<file path="config.mk">
export PLATFORM = sky130hd
export DESIGN_NAME = mdo_motor_ctrl
export DESIGN_NICKNAME = d
export VERILOG_FILES = /design/src/verilog/mdo_pkg.sv /design/src/verilog/mdo_pin_sync.sv /design/src/verilog/mdo_ramp.sv /design/src/verilog/mdo_motor_ctrl.sv
export SDC_FILE = /design/constraint.sdc
export NUM_CORES = 2
export LEC_CHECK = 0
export ABC_AREA = 1
export BUFFER_PORTS_ARGS = -buffer_cell sky130_fd_sc_hd__buf_2
export CORE_AREA = 8 8 241 220
export CTS_BUF_LIST = sky130_fd_sc_hd__clkbuf_2
export DETAILED_ROUTE_END_ITERATION = 8
export DIE_AREA = 0 0 249 228
export PLACE_DENSITY = 0.77
export SLEW_MARGIN = 5
export SYNTH_ARGS = -nofsm -noshare
export SYNTH_HDL_FRONTEND = slang
export SYNTH_SLANG_ARGS = --single-unit
</file>
<file path="constraint.sdc">
create_clock -name aclk -period 15.8 [get_ports aclk]
set_clock_uncertainty 0.1 [all_clocks]
set_input_delay 3.16 -clock aclk [delete_from_list [all_inputs] [get_ports aclk]]
set_output_delay 3.16 -clock aclk [all_outputs]
set_load 0.02 [all_outputs]
</file>
<file path="src/verilog/mdo_pkg.sv">
// Constants, register map and types of the motor drive operation block
package mdo_pkg;
  // Timing
  localparam int CLK_PERIOD_NS = 4;
  localparam int MS_NS = 1000000;
  localparam int CYC_PER_MS = MS_NS / CLK_PERIOD_NS;
  localparam int SETTLE_CYC = 4;
  // Speeds, loads and angles
  localparam int SPD_W = 13;
  localparam logic [12:0] RATED_RPM = 13'h0bb8;
  localparam logic [8:0] OVL_SMALL_PCT = 9'h0b4;
  localparam logic [8:0] OVL_LARGE_PCT = 9'h096;
  localparam logic [6:0] KEEP_TRQ_PCT = 7'h32;
  localparam logic [7:0] KEEP_ANGLE_DEG = 8'h0f;
  localparam logic [8:0] VA_MIN = 9'h001;
  localparam logic [8:0] VA_MAX = 9'h190;
  localparam logic [8:0] VA_DEF = 9'h0c8;
  // Register byte offsets
  localparam logic [7:0] A_CTRL = 8'h00;
  localparam logic [7:0] A_ACC = 8'h04;
  localparam logic [7:0] A_DEC = 8'h08;
  localparam logic [7:0] A_VA = 8'h0c;
  localparam logic [7:0] A_OVL = 8'h10;
  localparam logic [7:0] A_STAT = 8'h14;
  localparam logic [7:0] A_SPD = 8'h18;
  localparam logic [7:0] A_TAB_LO = 8'h20;
  localparam logic [7:0] A_TAB_HI = 8'h3c;
  localparam logic [1:0] TAB_SPEED = 2'h2;
  localparam logic [1:0] TAB_TORQUE = 2'h3;
  // Control register fields
  localparam int C_PREV = 0;
  localparam int C_KEEP = 1;
  localparam int C_UNIT = 2;
  localparam int C_BIGM = 3;
  localparam int C_FLT = 4;
  localparam int C_MODE = 8;
  localparam int C_CFG = 16;
  localparam int C_ACLR = 17;
  localparam logic [31:0] CTRL_RST = 32'h0000_0001;
  localparam logic [31:0] CTRL_STORE = 32'h0000_073f;
  // Reset values of times (ms) and table entries
  localparam logic [15:0] ACC_DEF = 16'h01f4;
  localparam logic [15:0] OVL_DEF = 16'h1388;
  localparam logic [12:0] SPD_DEF = 13'h0000;
  localparam logic [6:0] TRQ_DEF = 7'h64;
  // Filter codes and shifts
  localparam logic [1:0] FLT_NONE = 2'h0;
  localparam logic [1:0] FLT_ONE = 2'h1;
  localparam int FLT_ONE_SH = 2;
  localparam int FLT_TWO_SH = 4;
  // AXI responses
  localparam logic [1:0] RESP_OKAY = 2'h0;
  localparam logic [1:0] RESP_SLVERR = 2'h2;
  // Run input schemes
  typedef enum logic [2:0] {
    MD_2W1 = 3'h0, MD_3W1 = 3'h1, MD_2W2 = 3'h2,
    MD_2W3 = 3'h3, MD_3W2 = 3'h4, MD_3W3 = 3'h5
  } mdo_mode_e;
  // Run states
  typedef enum logic [3:0] {
    ST_INHIBIT = 4'b0001, ST_IDLE = 4'b0010, ST_RUN = 4'b0100, ST_DECEL = 4'b1000
  } mdo_state_e;
endpackage

</file>
<file path="src/verilog/mdo_pin_sync.sv">
// Three-stage pin synchroniser with agreement filter
`timescale 1ns/1ps
module mdo_pin_sync #(
  parameter int W = 1
) (
  // Clock and reset
  input wire logic aclk,
  input wire logic aresetn,
  // Pins and clean levels
  input wire logic [W-1:0] pin,
  output logic [W-1:0] level
);
  genvar gi;
  for (gi = 0; gi < W; gi++) begin : g_bit
    logic [2:0] stg_reg;
    logic [2:0] stg_next;
    logic q_reg;
    logic q_next;
    // Shift in; accept a change once stages two and three agree
    always_comb begin
      stg_next = {stg_reg[1:0], pin[gi]};
      q_next = (stg_reg[1] == stg_reg[2]) ? stg_reg[2] : q_reg;
    end
    // Registers
    always_ff @(posedge aclk) begin
      if (!aresetn) begin
        stg_reg <= 3'h0;
        q_reg <= 1'b0;
      end else begin
        stg_reg <= stg_next;
        q_reg <= q_next;
      end
    end
    assign level[gi] = q_reg;
  end
endmodule // mdo_pin_sync

</file>
<file path="src/verilog/mdo_ramp.sv">
// Speed ramp generator with impact softening filter
`timescale 1ns/1ps
module mdo_ramp
  import mdo_pkg::*;
#(
  parameter int CYC_PER_MS = mdo_pkg::CYC_PER_MS
) (
  // Clock and reset
  input wire logic aclk,
  input wire logic aresetn,
  // Ramp control
  input wire logic [12:0] target,
  input wire logic [15:0] acc_time,
  input wire logic [15:0] dec_time,
  input wire logic unit_set,
  input wire logic kill,
  input wire logic [1:0] flt_sel,
  input wire logic ms_tick,
  // Ramp output
  output logic [12:0] speed_out
);
  logic [39:0] acc_reg, acc_next, thr, sum;
  logic [12:0] raw_reg, raw_next, flt_reg, flt_next, span;
  logic signed [13:0] diff, step;
  logic up;
  // Fractional step accumulator: span r/min per time ms
  always_comb begin
    up = target > raw_reg;
    span = (unit_set && target != 13'h0) ? target : RATED_RPM;
    thr = 40'(up ? acc_time : dec_time) * 40'(CYC_PER_MS);
    sum = acc_reg + 40'(span);
    acc_next = sum;
    raw_next = raw_reg;
    if (kill) begin
      acc_next = 40'h0;
      raw_next = 13'h0;
    end else if (raw_reg == target) begin
      acc_next = 40'h0;
    end else if (sum >= thr) begin
      acc_next = sum - thr;
      raw_next = up ? raw_reg + 13'h1 : raw_reg - 13'h1;
    end
  end
  // Softening filter, one update per millisecond
  always_comb begin
    diff = $signed({1'b0, raw_next}) - $signed({1'b0, flt_reg});
    step = (flt_sel == FLT_ONE) ? (diff >>> FLT_ONE_SH) : (diff >>> FLT_TWO_SH);
    flt_next = flt_reg;
    if (kill || flt_sel == FLT_NONE) begin
      flt_next = raw_next;
    end else if (ms_tick) begin
      if (step == 14'sh0 || (diff < 14'sh0 && step == -14'sh1)) begin
        flt_next = raw_next;
      end else begin
        flt_next = 13'(flt_reg + 13'(step));
      end
    end
  end
  // Registers
  always_ff @(posedge aclk) begin
    if (!aresetn) begin
      acc_reg <= 40'h0;
      raw_reg <= 13'h0;
      flt_reg <= 13'h0;
    end else begin
      acc_reg <= acc_next;
      raw_reg <= raw_next;
      flt_reg <= flt_next;
    end
  end
  assign speed_out = flt_reg;
endmodule // mdo_ramp

</file>
<file path="src/verilog/mdo_motor_ctrl.sv">
// Motor drive operation control with AXI4-Lite register slave
`timescale 1ns/1ps
module mdo_motor_ctrl #(
  parameter int CYC_PER_MS = mdo_pkg::CYC_PER_MS
) (
  // Clock and reset
  input wire logic aclk,
  input wire logic aresetn,
  // AXI4-Lite write channels
  input wire logic [7:0] awaddr,
  input wire logic awvalid,
  output logic awready,
  input wire logic [31:0] wdata,
  input wire logic [3:0] wstrb,
  input wire logic wvalid,
  output logic wready,
  output logic [1:0] bresp,
  output logic bvalid,
  input wire logic bready,
  // AXI4-Lite read channels
  input wire logic [7:0] araddr,
  input wire logic arvalid,
  output logic arready,
  output logic [31:0] rdata,
  output logic [1:0] rresp,
  output logic rvalid,
  input wire logic rready,
  // Run input pins
  input wire logic forward_run_input,
  input wire logic backward_run_input,
  input wire logic rotation_direction_input,
  input wire logic main_power_on,
  input wire logic op_select_valid,
  input wire logic [1:0] op_select,
  // Motor feedback
  input wire logic [12:0] motor_speed,
  input wire logic [8:0] load_factor_pct,
  input wire logic [7:0] shaft_offset_deg,
  // Motor and brake drive
  output logic [12:0] speed_command,
  output logic rotate_ccw,
  output logic motor_run,
  output logic hold_torque_en,
  output logic [6:0] hold_torque_limit,
  output logic brake_release,
  output logic speed_attained_output,
  output logic overload_alarm
);
  import mdo_pkg::*;

  logic f_in, b_in, d_in, pwr, osv;
  logic [1:0] osel;
  logic [12:0] ramp_spd;
  // Pin synchronisers
  mdo_pin_sync #(.W(7)) u_sync (
    .aclk(aclk),
    .aresetn(aresetn),
    .pin({op_select, op_select_valid, main_power_on, rotation_direction_input,
          backward_run_input, forward_run_input}),
    .level({osel, osv, pwr, d_in, b_in, f_in})
  );

  // Register state
  logic [31:0] ctrl_reg, ctrl_next;
  logic [15:0] acc_reg, acc_next, dec_reg, dec_next, ovl_reg, ovl_next;
  logic [8:0] va_reg, va_next;
  logic [12:0] spd_tab_reg [4];
  logic [12:0] spd_tab_next [4];
  logic [6:0] trq_tab_reg [4];
  logic [6:0] trq_tab_next [4];
  logic cfg_pulse, alarm_clr;
  // Bus channel state
  logic aw_got_reg, aw_got_next, w_got_reg, w_got_next;
  logic [7:0] aw_addr_reg, aw_addr_next, wr_addr;
  logic [31:0] w_data_reg, w_data_next, wr_data, nv, cur_word;
  logic [3:0] w_strb_reg, w_strb_next, wr_strb;
  logic bvalid_reg, bvalid_next, rvalid_reg, rvalid_next, wr_go;
  logic [1:0] bresp_reg, bresp_next, rresp_reg, rresp_next;
  logic [31:0] rdata_reg, rdata_next;
  // Operating state
  mdo_state_e st_reg, st_next;
  logic [2:0] mode_reg, mode_next;
  logic keep_reg, keep_next, dir_reg, dir_next, pwr_reg;
  logic [1:0] flt_reg, flt_next;
  logic [2:0] settle_reg, settle_next;
  logic [31:0] ms_cnt_reg, ms_cnt_next;
  logic [15:0] ovc_reg, ovc_next;
  logic alarm_reg, alarm_next, va_out_reg, va_out_next;
  logic hold_reg, hold_next, brk_reg, brk_next;
  logic [6:0] hlim_reg, hlim_next;
  logic ms_tick, run_req, req_dir, kill, any_in, three, zero;
  logic [12:0] set_spd, target, spd_diff;
  logic [6:0] sel_trq;

  // Address map check, shared by read and write
  function automatic logic is_mapped(input logic [7:0] a);
    return a[1:0] == 2'h0 && (a <= A_SPD || (a >= A_TAB_LO && a <= A_TAB_HI));
  endfunction
  // Register word at an address
  function automatic logic [31:0] reg_word(input logic [7:0] a);
    logic [31:0] v;
    v = 32'h0;
    case (a)
      A_CTRL: v = ctrl_reg;
      A_ACC: v = {16'h0, acc_reg};
      A_DEC: v = {16'h0, dec_reg};
      A_VA: v = {23'h0, va_reg};
      A_OVL: v = {16'h0, ovl_reg};
      A_STAT: v = {17'h0, mode_reg, flt_reg, keep_reg, brk_reg, hold_reg, va_out_reg,
                   alarm_reg, dir_reg, st_reg};
      A_SPD: v = {19'h0, motor_speed};
      default: begin
        if (a[5:4] == TAB_SPEED) begin
          v = {19'h0, spd_tab_reg[a[3:2]]};
        end else if (a[5:4] == TAB_TORQUE) begin
          v = {25'h0, trq_tab_reg[a[3:2]]};
        end
      end
    endcase
    return v;
  endfunction
  // Whether a run input scheme is a 3-wire one
  function automatic logic is_3wire(input logic [2:0] m);
    return m == MD_3W1 || m == MD_3W2 || m == MD_3W3;
  endfunction

  // Write channel: address and data taken in either order
  always_comb begin
    wr_addr = aw_got_reg ? aw_addr_reg : awaddr;
    wr_data = w_got_reg ? w_data_reg : wdata;
    wr_strb = w_got_reg ? w_strb_reg : wstrb;
    awready = !aw_got_reg && !bvalid_reg;
    wready = !w_got_reg && !bvalid_reg;
    wr_go = (aw_got_reg || awvalid) && (w_got_reg || wvalid) && !bvalid_reg;
    aw_got_next = aw_got_reg;
    aw_addr_next = aw_addr_reg;
    w_got_next = w_got_reg;
    w_data_next = w_data_reg;
    w_strb_next = w_strb_reg;
    bvalid_next = bvalid_reg;
    bresp_next = bresp_reg;
    if (wr_go) begin
      aw_got_next = 1'b0;
      w_got_next = 1'b0;
      bvalid_next = 1'b1;
      bresp_next = is_mapped(wr_addr) ? RESP_OKAY : RESP_SLVERR;
    end else begin
      if (awvalid && awready) begin
        aw_got_next = 1'b1;
        aw_addr_next = awaddr;
      end
      if (wvalid && wready) begin
        w_got_next = 1'b1;
        w_data_next = wdata;
        w_strb_next = wstrb;
      end
      if (bvalid_reg && bready) begin
        bvalid_next = 1'b0;
      end
    end
  end

  // Read channel: one-cycle answer from the register word
  always_comb begin
    arready = !rvalid_reg;
    rvalid_next = rvalid_reg;
    rdata_next = rdata_reg;
    rresp_next = rresp_reg;
    if (arvalid && arready) begin
      rvalid_next = 1'b1;
      rdata_next = is_mapped(araddr) ? reg_word(araddr) : 32'h0;
      rresp_next = is_mapped(araddr) ? RESP_OKAY : RESP_SLVERR;
    end else if (rvalid_reg && rready) begin
      rvalid_next = 1'b0;
    end
  end

  // Register writes with byte strobes
  always_comb begin
    cur_word = reg_word(wr_addr);
    for (int i = 0; i < 4; i++) begin
      nv[i*8 +: 8] = wr_strb[i] ? wr_data[i*8 +: 8] : cur_word[i*8 +: 8];
    end
    ctrl_next = ctrl_reg;
    acc_next = acc_reg;
    dec_next = dec_reg;
    va_next = va_reg;
    ovl_next = ovl_reg;
    spd_tab_next = spd_tab_reg;
    trq_tab_next = trq_tab_reg;
    cfg_pulse = 1'b0;
    alarm_clr = 1'b0;
    if (wr_go && is_mapped(wr_addr)) begin
      case (wr_addr)
        A_CTRL: begin
          ctrl_next = nv & CTRL_STORE;
          cfg_pulse = wr_strb[C_CFG / 8] && wr_data[C_CFG];
          alarm_clr = wr_strb[C_ACLR / 8] && wr_data[C_ACLR];
        end
        A_ACC: acc_next = nv[15:0];
        A_DEC: dec_next = nv[15:0];
        A_VA: begin
          if (nv[31:9] != 23'h0 || nv[8:0] > VA_MAX) begin
            va_next = VA_MAX;
          end else if (nv[8:0] < VA_MIN) begin
            va_next = VA_MIN;
          end else begin
            va_next = nv[8:0];
          end
        end
        A_OVL: ovl_next = nv[15:0];
        default: begin
          if (wr_addr[5:4] == TAB_SPEED) begin
            spd_tab_next[wr_addr[3:2]] = nv[12:0];
          end else if (wr_addr[5:4] == TAB_TORQUE) begin
            trq_tab_next[wr_addr[3:2]] = nv[6:0];
          end
        end
      endcase
    end
  end

  // Millisecond tick, speed selection and run request decode
  always_comb begin
    ms_tick = ms_cnt_reg == 32'(CYC_PER_MS - 1);
    ms_cnt_next = ms_tick ? 32'h0 : ms_cnt_reg + 32'h1;
    set_spd = osv ? spd_tab_reg[osel] : spd_tab_reg[0];
    sel_trq = osv ? trq_tab_reg[osel] : trq_tab_reg[0];
    three = is_3wire(mode_reg);
    any_in = f_in || b_in;
    zero = ramp_spd == 13'h0;
    run_req = 1'b0;
    req_dir = dir_reg;
    kill = !pwr;
    if (three) begin
      run_req = f_in && b_in;
      kill = kill || (f_in && !b_in);
      if (d_in != dir_reg) begin
        case (mode_reg)
          MD_3W2: req_dir = (st_reg == ST_IDLE) ? d_in : dir_reg;
          MD_3W3: begin
            req_dir = d_in;
            kill = kill || (st_reg == ST_RUN && !zero);
          end
          default: req_dir = d_in;
        endcase
      end
    end else if (f_in && b_in) begin
      case (mode_reg)
        MD_2W2: run_req = 1'b1;
        MD_2W3: kill = 1'b1;
        default: run_req = 1'b0;
      endcase
    end else begin
      run_req = any_in;
      req_dir = b_in;
    end
  end

  // Run state machine
  always_comb begin
    st_next = st_reg;
    dir_next = dir_reg;
    settle_next = (settle_reg == 3'(SETTLE_CYC)) ? settle_reg : settle_reg + 3'h1;
    if (pwr && !pwr_reg) begin
      st_next = ST_INHIBIT;
      settle_next = 3'h0;
    end else begin
      case (st_reg)
        ST_INHIBIT: begin
          if (settle_reg == 3'(SETTLE_CYC) && (!ctrl_reg[C_PREV] || !any_in)) begin
            st_next = ST_IDLE;
          end
        end
        ST_IDLE: begin
          if (run_req && pwr && !alarm_reg && !kill) begin
            st_next = ST_RUN;
            dir_next = req_dir;
          end
        end
        ST_RUN: begin
          if (!run_req || kill || alarm_reg || req_dir != dir_reg) begin
            st_next = ST_DECEL;
          end
        end
        ST_DECEL: begin
          if (zero) begin
            st_next = ST_IDLE;
          end
        end
        default: st_next = ST_IDLE;
      endcase
    end
  end

  // Settings that take effect at configure, power-up or standstill
  always_comb begin
    mode_next = mode_reg;
    keep_next = keep_reg;
    flt_next = flt_reg;
    if (cfg_pulse || (pwr && !pwr_reg)) begin
      mode_next = ctrl_reg[C_MODE +: 3];
      keep_next = ctrl_reg[C_KEEP];
    end
    if (st_reg != ST_RUN && st_reg != ST_DECEL && zero) begin
      flt_next = ctrl_reg[C_FLT +: 2];
    end
  end

  // Overload timing, attained speed, holding torque and brake
  always_comb begin
    target = (st_reg == ST_RUN) ? set_spd : 13'h0;
    spd_diff = (motor_speed > set_spd) ? motor_speed - set_spd : set_spd - motor_speed;
    ovc_next = ovc_reg;
    if (st_reg == ST_IDLE || load_factor_pct < (ctrl_reg[C_BIGM] ? OVL_LARGE_PCT
        : OVL_SMALL_PCT)) begin
      ovc_next = 16'h0;
    end else if (ms_tick && ovc_reg != ovl_reg) begin
      ovc_next = ovc_reg + 16'h1;
    end
    alarm_next = (ovc_reg == ovl_reg && ovc_reg != 16'h0) || (alarm_reg && !alarm_clr);
    va_out_next = st_reg == ST_RUN && spd_diff <= 13'(va_reg);
    hold_next = keep_reg && pwr && st_reg == ST_IDLE && zero
                && shaft_offset_deg >= KEEP_ANGLE_DEG;
    hlim_next = (sel_trq < KEEP_TRQ_PCT) ? sel_trq : KEEP_TRQ_PCT;
    brk_next = pwr && (st_reg == ST_RUN || st_reg == ST_DECEL || keep_reg);
  end

  // Ramp generator
  mdo_ramp #(.CYC_PER_MS(CYC_PER_MS)) u_ramp (
    .aclk(aclk),
    .aresetn(aresetn),
    .target(target),
    .acc_time(acc_reg),
    .dec_time(dec_reg),
    .unit_set(ctrl_reg[C_UNIT] && mode_reg != MD_2W3 && mode_reg != MD_3W3),
    .kill(kill),
    .flt_sel(flt_reg),
    .ms_tick(ms_tick),
    .speed_out(ramp_spd)
  );

  // All registers
  always_ff @(posedge aclk) begin
    if (!aresetn) begin
      ctrl_reg <= CTRL_RST;
      acc_reg <= ACC_DEF;
      dec_reg <= ACC_DEF;
      va_reg <= VA_DEF;
      ovl_reg <= OVL_DEF;
      for (int i = 0; i < 4; i++) begin
        spd_tab_reg[i] <= SPD_DEF;
        trq_tab_reg[i] <= TRQ_DEF;
      end
      aw_got_reg <= 1'b0;
      aw_addr_reg <= 8'h0;
      w_got_reg <= 1'b0;
      w_data_reg <= 32'h0;
      w_strb_reg <= 4'h0;
      bvalid_reg <= 1'b0;
      bresp_reg <= RESP_OKAY;
      rvalid_reg <= 1'b0;
      rdata_reg <= 32'h0;
      rresp_reg <= RESP_OKAY;
      st_reg <= ST_INHIBIT;
      mode_reg <= MD_2W1;
      keep_reg <= 1'b0;
      flt_reg <= FLT_NONE;
      dir_reg <= 1'b0;
      pwr_reg <= 1'b0;
      settle_reg <= 3'h0;
      ms_cnt_reg <= 32'h0;
      ovc_reg <= 16'h0;
      alarm_reg <= 1'b0;
      va_out_reg <= 1'b0;
      hold_reg <= 1'b0;
      hlim_reg <= 7'h0;
      brk_reg <= 1'b0;
    end else begin
      ctrl_reg <= ctrl_next;
      acc_reg <= acc_next;
      dec_reg <= dec_next;
      va_reg <= va_next;
      ovl_reg <= ovl_next;
      spd_tab_reg <= spd_tab_next;
      trq_tab_reg <= trq_tab_next;
      aw_got_reg <= aw_got_next;
      aw_addr_reg <= aw_addr_next;
      w_got_reg <= w_got_next;
      w_data_reg <= w_data_next;
      w_strb_reg <= w_strb_next;
      bvalid_reg <= bvalid_next;
      bresp_reg <= bresp_next;
      rvalid_reg <= rvalid_next;
      rdata_reg <= rdata_next;
      rresp_reg <= rresp_next;
      st_reg <= st_next;
      mode_reg <= mode_next;
      keep_reg <= keep_next;
      flt_reg <= flt_next;
      dir_reg <= dir_next;
      pwr_reg <= pwr;
      settle_reg <= settle_next;
      ms_cnt_reg <= ms_cnt_next;
      ovc_reg <= ovc_next;
      alarm_reg <= alarm_next;
      va_out_reg <= va_out_next;
      hold_reg <= hold_next;
      hlim_reg <= hlim_next;
      brk_reg <= brk_next;
    end
  end

  // Outputs
  assign bvalid = bvalid_reg;
  assign bresp = bresp_reg;
  assign rvalid = rvalid_reg;
  assign rdata = rdata_reg;
  assign rresp = rresp_reg;
  assign speed_command = ramp_spd;
  assign rotate_ccw = dir_reg;
  assign motor_run = st_reg == ST_RUN || st_reg == ST_DECEL;
  assign hold_torque_en = hold_reg;
  assign hold_torque_limit = hlim_reg;
  assign brake_release = brk_reg;
  assign speed_attained_output = va_out_reg;
  assign overload_alarm = alarm_reg;
endmodule // mdo_motor_ctrl

</file>
# Word level (Yosys, flattened, before mapping)

Cells that the tools add are included.

$lt $le $gt $ge: 20
Equality and inequality tests: 49
Multiply operators: 1
Bitwise gates (word level): 8
Reduce and logical (&&, ||, !) cells: 106
Muxes and demuxes: 85
$add $sub $neg: 11

Operators by type and width:

| cell                   | count |
|---|---|
| $mux 13                | 20 |
| $pmux 16 s7            | 2 |
| $bmux 13 s2            | 3 |
| $mux 7                 | 10 |
| $mux 32                | 2 |
| $bwmux 52              | 1 |
| $eq 8x5->1 const B     | 6 |
| $bmux 7 s2             | 3 |
| $add 40x13->40         | 1 |
| $ge 40x40->1           | 1 |
| $logic_and 1x1->1      | 40 |
| $mul 40x14->36 const B | 1 |
| $mux 40                | 1 |
| $mux 8                 | 5 |
| $sub 40x40->40         | 1 |
| $add 32x1->32 const B  | 1 |
| $eq 32x18->1 const B   | 1 |
| $eq 8x4->1 const B     | 4 |
| $bwmux 28              | 1 |
| $demux 13 s2           | 1 |
| $gt 13x13->1           | 2 |
| $sub 13x13->13         | 2 |
| $reduce_bool 23->1     | 1 |
| $logic_or 1x1->1       | 21 |
| other kinds (65)       | 149 |

Register bits: 398
Logic and storage cells: 335
Bits of input ports: 96

# Longest topological paths before layout

Depth in word-level cells: 22
Depth in mapped cells: 96
Gate-level depth less buffers: 91

# Hierarchy

Synthesis repeated with hierarchy kept, for this count alone.

Cells, all modules: 4526
Area, all modules: 30360.4 µm²

Modules (own cells, without submodules):

| module         | area an instance (µm²) | cells an instance | instances |
|---|---|---|---|
| mdo_motor_ctrl | 17372.9                | 2613              | 1 |
| mdo_ramp       | 12082.8                | 1812              | 1 |
| mdo_pin_sync   | 904.6                  | 101               | 1 |

# Least setup slack after synthesis

OpenSTA, ideal clock, no wires.

Path type: flip-flop to flip-flop
Start: register u_sync.g_bit[6].q_reg
End: register u_ramp.flt_reg[12] (netlist: u_ramp.speed_out[12])
Stages on the path, launching flop included: 85
Path slack: 1.889 ns
Data required time: 15.581 ns
Arrival time: 13.692 ns
Clock period less this slack: 13.911 ns
Path through: dfxtp_1 -> buf_4 -> inv_1 -> buf_1 -> a21oi_1 -> o21ai_0 -> o21ai_0 -> a22oi_1 -> nor2_1 -> ha_1 -> a21oi_1 -> o21a_1 -> o221a_2 -> nand2_2 -> nand2_4 -> buf_2 -> clkbuf_1 -> inv_1 -> [49 not listed] -> inv_1 -> fa_1 -> nand3b_1 -> and2_1 -> inv_1 -> a21oi_1 -> o21ai_0 -> a21oi_1 -> o21ai_0 -> nand2_1 -> inv_1 -> o21ai_0 -> nand2_1 -> xor2_1 -> xnor2_1 -> nand2_1 -> nand2_1 -> a21oi_1

Word-level cells in the longest chain between the ends: 22
Elaborated cells between the ends (all ways): 30

RTL lines:

| element                                                | line                  | text |
|---|---|---|
| start, declared                                        | mdo_pin_sync.sv:17    | `logic q_reg;` |
| start signal, assigned                                 | mdo_pin_sync.sv:31    | `q_reg <= q_next;` |
| $not 2->3 (implied by the code) *                      | mdo_motor_ctrl.sv:227 | `set_spd = osv ? spd_tab_reg[osel] : spd_tab_reg[0];` |
| $bmux 13 s2 *                                          | mdo_motor_ctrl.sv:227 |  |
| $mux 13 (implied by the code) * (2 in a row)           | mdo_motor_ctrl.sv:227 |  |
| $mux 13 *                                              | mdo_motor_ctrl.sv:227 |  |
| $mux 13 *                                              | mdo_motor_ctrl.sv:312 | `target = (st_reg == ST_RUN) ? set_spd : 13'h0;` |
| branches (longest 6 deep; another with $mul 40x14->36) | --                    |  |
| $mux 13 *                                              | mdo_ramp.sv:37        | `end else if (raw_reg == target) begin` |
| $mux 13 *                                              | mdo_ramp.sv:34        | `if (kill) begin` |
| via u_ramp.raw_next[3]                                 | mdo_ramp.sv:23        | `logic [12:0] raw_reg, raw_next, flt_reg, flt_next, span;` |
| $sub 13x13->14 *                                       | mdo_ramp.sv:46        | `diff = $signed({1'b0, raw_next}) - $signed({1'b0, flt_reg});` |
| branches (longest 4 deep; another with $add 13x13->13) | --                    |  |
| $mux 13 *                                              | mdo_ramp.sv:52        | `if (step == 14'sh0 \|\| (diff < 14'sh0 && step == -14'sh1)) begin` |
| $mux 13 *                                              | mdo_ramp.sv:51        | `end else if (ms_tick) begin` |
| $mux 13 *                                              | mdo_ramp.sv:49        | `if (kill \|\| flt_sel == FLT_NONE) begin` |
| end signal, assigned                                   | mdo_ramp.sv:68        | `flt_reg <= flt_next;` |
| end, declared                                          | mdo_ramp.sv:23        |  |

Mark *: on every way through the listed nets, which the timed path passes. The select of a mux whose other input is x is not followed.
A chain may end at the register's enable or synchronous reset.

# Final worst setup path

Same ends and word-level chain as after synthesis.

==> flow_summary.toml <==
[floorplanning]
fp.dieW_um = 249
start_util_pct = 58.7
die_y_um = 228
rows = 77
fp.coreArea_um2 = 48700
fp.dieArea_um2 = 56800
io_pins = 163

[sta]
finalWorstSetupSlack_ps = 1260
tns_ps = 0
clock.fmax_ghz = 0.0688
setup_viol = 0
slew_headroom_pct = 22.1
rsz0062_at_grt = "false"
period_share_pct = 92.0
min_period_ps = 14540
finalMaxSlewViolations = 0
worst_slew_pin_slew_ps = 1160
hold_viol = 0

[power_and_ir_drop]
ir_worst_vdd_v = 0.0000645
leakage_nw = 15.2
power_frac_clock_pct = 34.7
internal_power_mw = 1.32
pwr-share-comb_pct = 14.9
power_switching_share_pct = 33.4
seqPwrFrac_pct = 50.3
powerDensity_nw_per_um2 = 64.0
power_switching_mw = 0.660
power_mw = 1.98

[place]
place.gp.congestion = 1.05
post-dp-hpwl_um = 70700
post-place-ws_ps = 925
place_inst = 4829
portBuffers = 143

[status]
status = "completed"

[clock_tree]
cts_sinks = 380
numCtsBuffers = 100
cts_root_buf = "clkbuf_2"
clk_latency_ps = 1190
cts_buffer_depth = 3
clk_pin_slew_ps = 90
htreeDepth = 3
cts_tree = "done"

[critical_path]
slowest_delay_ps = 570
critPathCaptureType = "flip-flop"
cpMostUsedCell = "nand2_1"
r2r-end = "u_ramp.speed_out[12]$_SDFFE_PN0P_"
r2r-start = "u_sync.g_bit[6].q_reg$_SDFFE_PN0N_"
critPathArrivalTime_ps = 15480
critPathMaxFanout = 29
cpMaxStageDelayCell = "fa_1"
rr_worst_depth = 80
path_class = "flip-flop to flip-flop"
ff2ff_setup_slack_ps = 1260
startpoint_type = "flip-flop"
required_ps = 16740

[cells_and_area]
area_delta_synth_final_pct = 8.16
fin_nets = 4707
drive_gt1_share_pct = 9.86
seqCellArea_um2 = 7610
largest_reg_flops = 52
fillers = 4590
finalNonFillerCells = 5002
multi_input_area_um2 = 17600

[global_route]
groute.usage.overall_pct = 31.0
grt_max_degree = 108
grt_pass1_vias = 26800
grt_pass1_wl_um = 143000
antenna_found_initial = 4
overflow = 0

[yosys]
ys_seq_elements = 380
synth_edf_count = 0
yosysSeqAreaShare_pct = 26.6
ys.flop_type = "dfxtp_1"
synth_cell_types = 74
syn_area_per_cell_um2 = 6.92
synth_warnings = 0
netlist_instances = 4124
synth_area_um2 = 28600
async_flop_share_pct = 0

[drt]
first_pass_iters = 6
viasPerCell = 5.85
routedWlPerCell_um = 18.5
dr_total_vias = 29300
drc = 0
drtAntennaViolNets = 0
totalWireLength_um = 92400
drtIter0Drc = 2776

[hold_path]
timing.hold.worst_path_depth = 2
hold_class = "flip-flop to flip-flop"
hold_start = "u_sync.g_bit[6].stg_reg[0]$_SDFF_PN0_"
worstHoldEndpoint = "u_sync.g_bit[6].stg_reg[1]$_SDFF_PN0_"

[run]
max-cap-violations = 0
==> power by group through the flow <==
stage	Clock [mW]	Combinational [mW]	Sequential, mW
after floorplan	0	0.185	1.01
after global placement	0	0.279	1.02
after detailed placement	0	0.282	1.02
after CTS	0.695	0.283	0.994
after global routing	0.740	0.317	0.997
final	0.686	0.295	0.994
==> synth_stat cells (7+ instances only) <==
cell type / number / share of area [%]
o21ai_0: 410 / 7.2
nand2_2: 16 / 0.35
o22ai_1: 79 / 1.7
o221ai_1: 19 / 0.58
a221oi_1: 29 / 0.89
buf_4: 21 / 0.55
inv_2: 7 / 0.092
nor2_1: 291 / 3.8
a31oi_1: 12 / 0.26
o21ai_1: 16 / 0.28
inv_1: 721 / 9.5
ha_1: 246 / 11
clkbuf_1: 105 / 1.4
o21a_1: 11 / 0.29
buf_2: 7 / 0.12
nor3b_1: 7 / 0.18
buf_1: 8 / 0.11
nand3_1: 136 / 2.4
a21oi_1: 479 / 8.4
xor2_1: 75 / 2.3
nor3_1: 46 / 0.81
o2111ai_1: 16 / 0.49
o211ai_1: 35 / 0.92
clkinv_1: 12 / 0.16
nand3_2: 9 / 0.32
fa_1: 58 / 4.1
a22oi_1: 32 / 0.84
xnor2_1: 51 / 1.6
o21bai_1: 19 / 0.50
nand4_1: 47 / 1.0
o31ai_1: 7 / 0.18
nand2_1: 584 / 7.7
or2_2: 13 / 0.28
a211oi_1: 10 / 0.26
dfxtp_1: 380 / 27
nor4_1: 39 / 0.85
==> worst max-delay path: cells and delay by family, from the launching register on <==
| kind | cells | cell delay (ps) |
|---|---|---|
| adders and majority gates | 11 | 4420 |
| AOI/OAI and AO/OA | 23 | 3920 |
| buffers and inverters | 15 | 1780 |
| DFF | 1 | 410 |
| xor gates and xnor gates | 3 | 440 |
| and+or+nand+nor | 28 | 3320 |
==> per-stage QoR <==
step	hold WS (ps)	cell area, µm²	util (%)
finish	318	30900	63.5
detailed placement	297	29900	61.5
floorplan	290	28600	-
global route	340	30900	63.5
global placement	294	29900	61.5
CTS	321	30800	63.2
==> final cells by class <==
class                      instances  share of cell area, %
antenna                            8                 0.0648
inverter                         740                   9.03
multi-input combinational       2879                   57.1
sequential                       380                   24.6
clock buffer                     134                   2.17
tap                              632                   2.56
timing repair buffer             206                   3.86
clock inverter                    23                  0.559
==> layer usage <==
metal | track usage (%) | vias to the layer above | part of all wire [%]
met1 | 40.6 | 13300 | 42
met5 | 0 | - | 0
met2 | 47.2 | 1476 | 42
met4 | 17.1 | 0 | 5.9
li1 | - | 14200 | -
met3 | 6.87 | 316 | 9.9
==> placed cells by master (no fill, tap or decap), drive strengths merged, types with 4 or more instances in the layout <==
master | Yosys | routed
inv | 728 | 730
nand2 | 604 | 604
a21oi | 479 | 479
o21ai | 429 | 429
dfxtp | 380 | 380
nor2 | 292 | 292
ha | 246 | 246
buf | 37 | 206
nand3 | 146 | 146
clkbuf | 105 | 134
o22ai | 79 | 79
xor2 | 75 | 75
fa | 58 | 58
xnor2 | 52 | 52
nor3 | 49 | 49
nand4 | 47 | 47
nor4 | 40 | 40
o211ai | 35 | 35
a22oi | 32 | 32
a221oi | 29 | 29
clkinv | 12 | 29
o21bai | 19 | 19
o221ai | 19 | 19
conb | 1 | 19
o2111ai | 16 | 16
or2 | 15 | 15
a31oi | 12 | 12
o21a | 11 | 11
a211oi | 10 | 10
diode | 0 | 8
nor3b | 7 | 7
o31ai | 7 | 7
and3 | 6 | 6
a21o | 5 | 5
a2111oi | 5 | 5
a21boi | 5 | 5
nand3b | 4 | 4
==> what timing repair did <==
action                     CTS  global route
setup buffers                0             8
hold buffers                 0             0
setup endpoints to repair    0             4
resized for setup            0            14
==> kinds of logic (layout without fill, tap and decap cells) <==
logic type                 Yosys count  in the layout  share of synthesized area, %
xor gates and xnor gates           127            127                          3.92
adders and majority gates          304            304                          14.8
DFF                                380            380                          26.6
buffers and inverters              883           1103                          12.0
muxes                                2              2                        0.0701
other                                1             27                        0.0131
AOI/OAI and AO/OA                 1210           1210                          23.9
and+or+nand+nor                   1217           1217                          18.6
==> how the worst max path moves through the flow <==
stage / start / end / slack (ps) / cells past startpoint
after floorplan: u_sync.g_bit[6].q_reg$_SDFFE_PN0N_ / u_ramp.speed_out[12]$_SDFFE_PN0P_ / 1890 / 84
after global placement: u_sync.g_bit[6].q_reg$_SDFFE_PN0N_ / u_ramp.speed_out[12]$_SDFFE_PN0P_ / 1040 / 82
after detailed placement: u_sync.g_bit[5].q_reg$_SDFFE_PN0N_ / u_ramp.speed_out[11]$_SDFFE_PN0P_ / 930 / 78
after CTS: u_sync.g_bit[5].q_reg$_SDFFE_PN0N_ / u_ramp.speed_out[11]$_SDFFE_PN0P_ / 830 / 78
after global routing: u_sync.g_bit[5].q_reg$_SDFFE_PN0N_ / u_ramp.speed_out[11]$_SDFFE_PN0P_ / 40 / 85
final: u_sync.g_bit[6].q_reg$_SDFFE_PN0N_ / u_ramp.speed_out[12]$_SDFFE_PN0P_ / 1260 / 80
(Power assumes the default switching activity.)
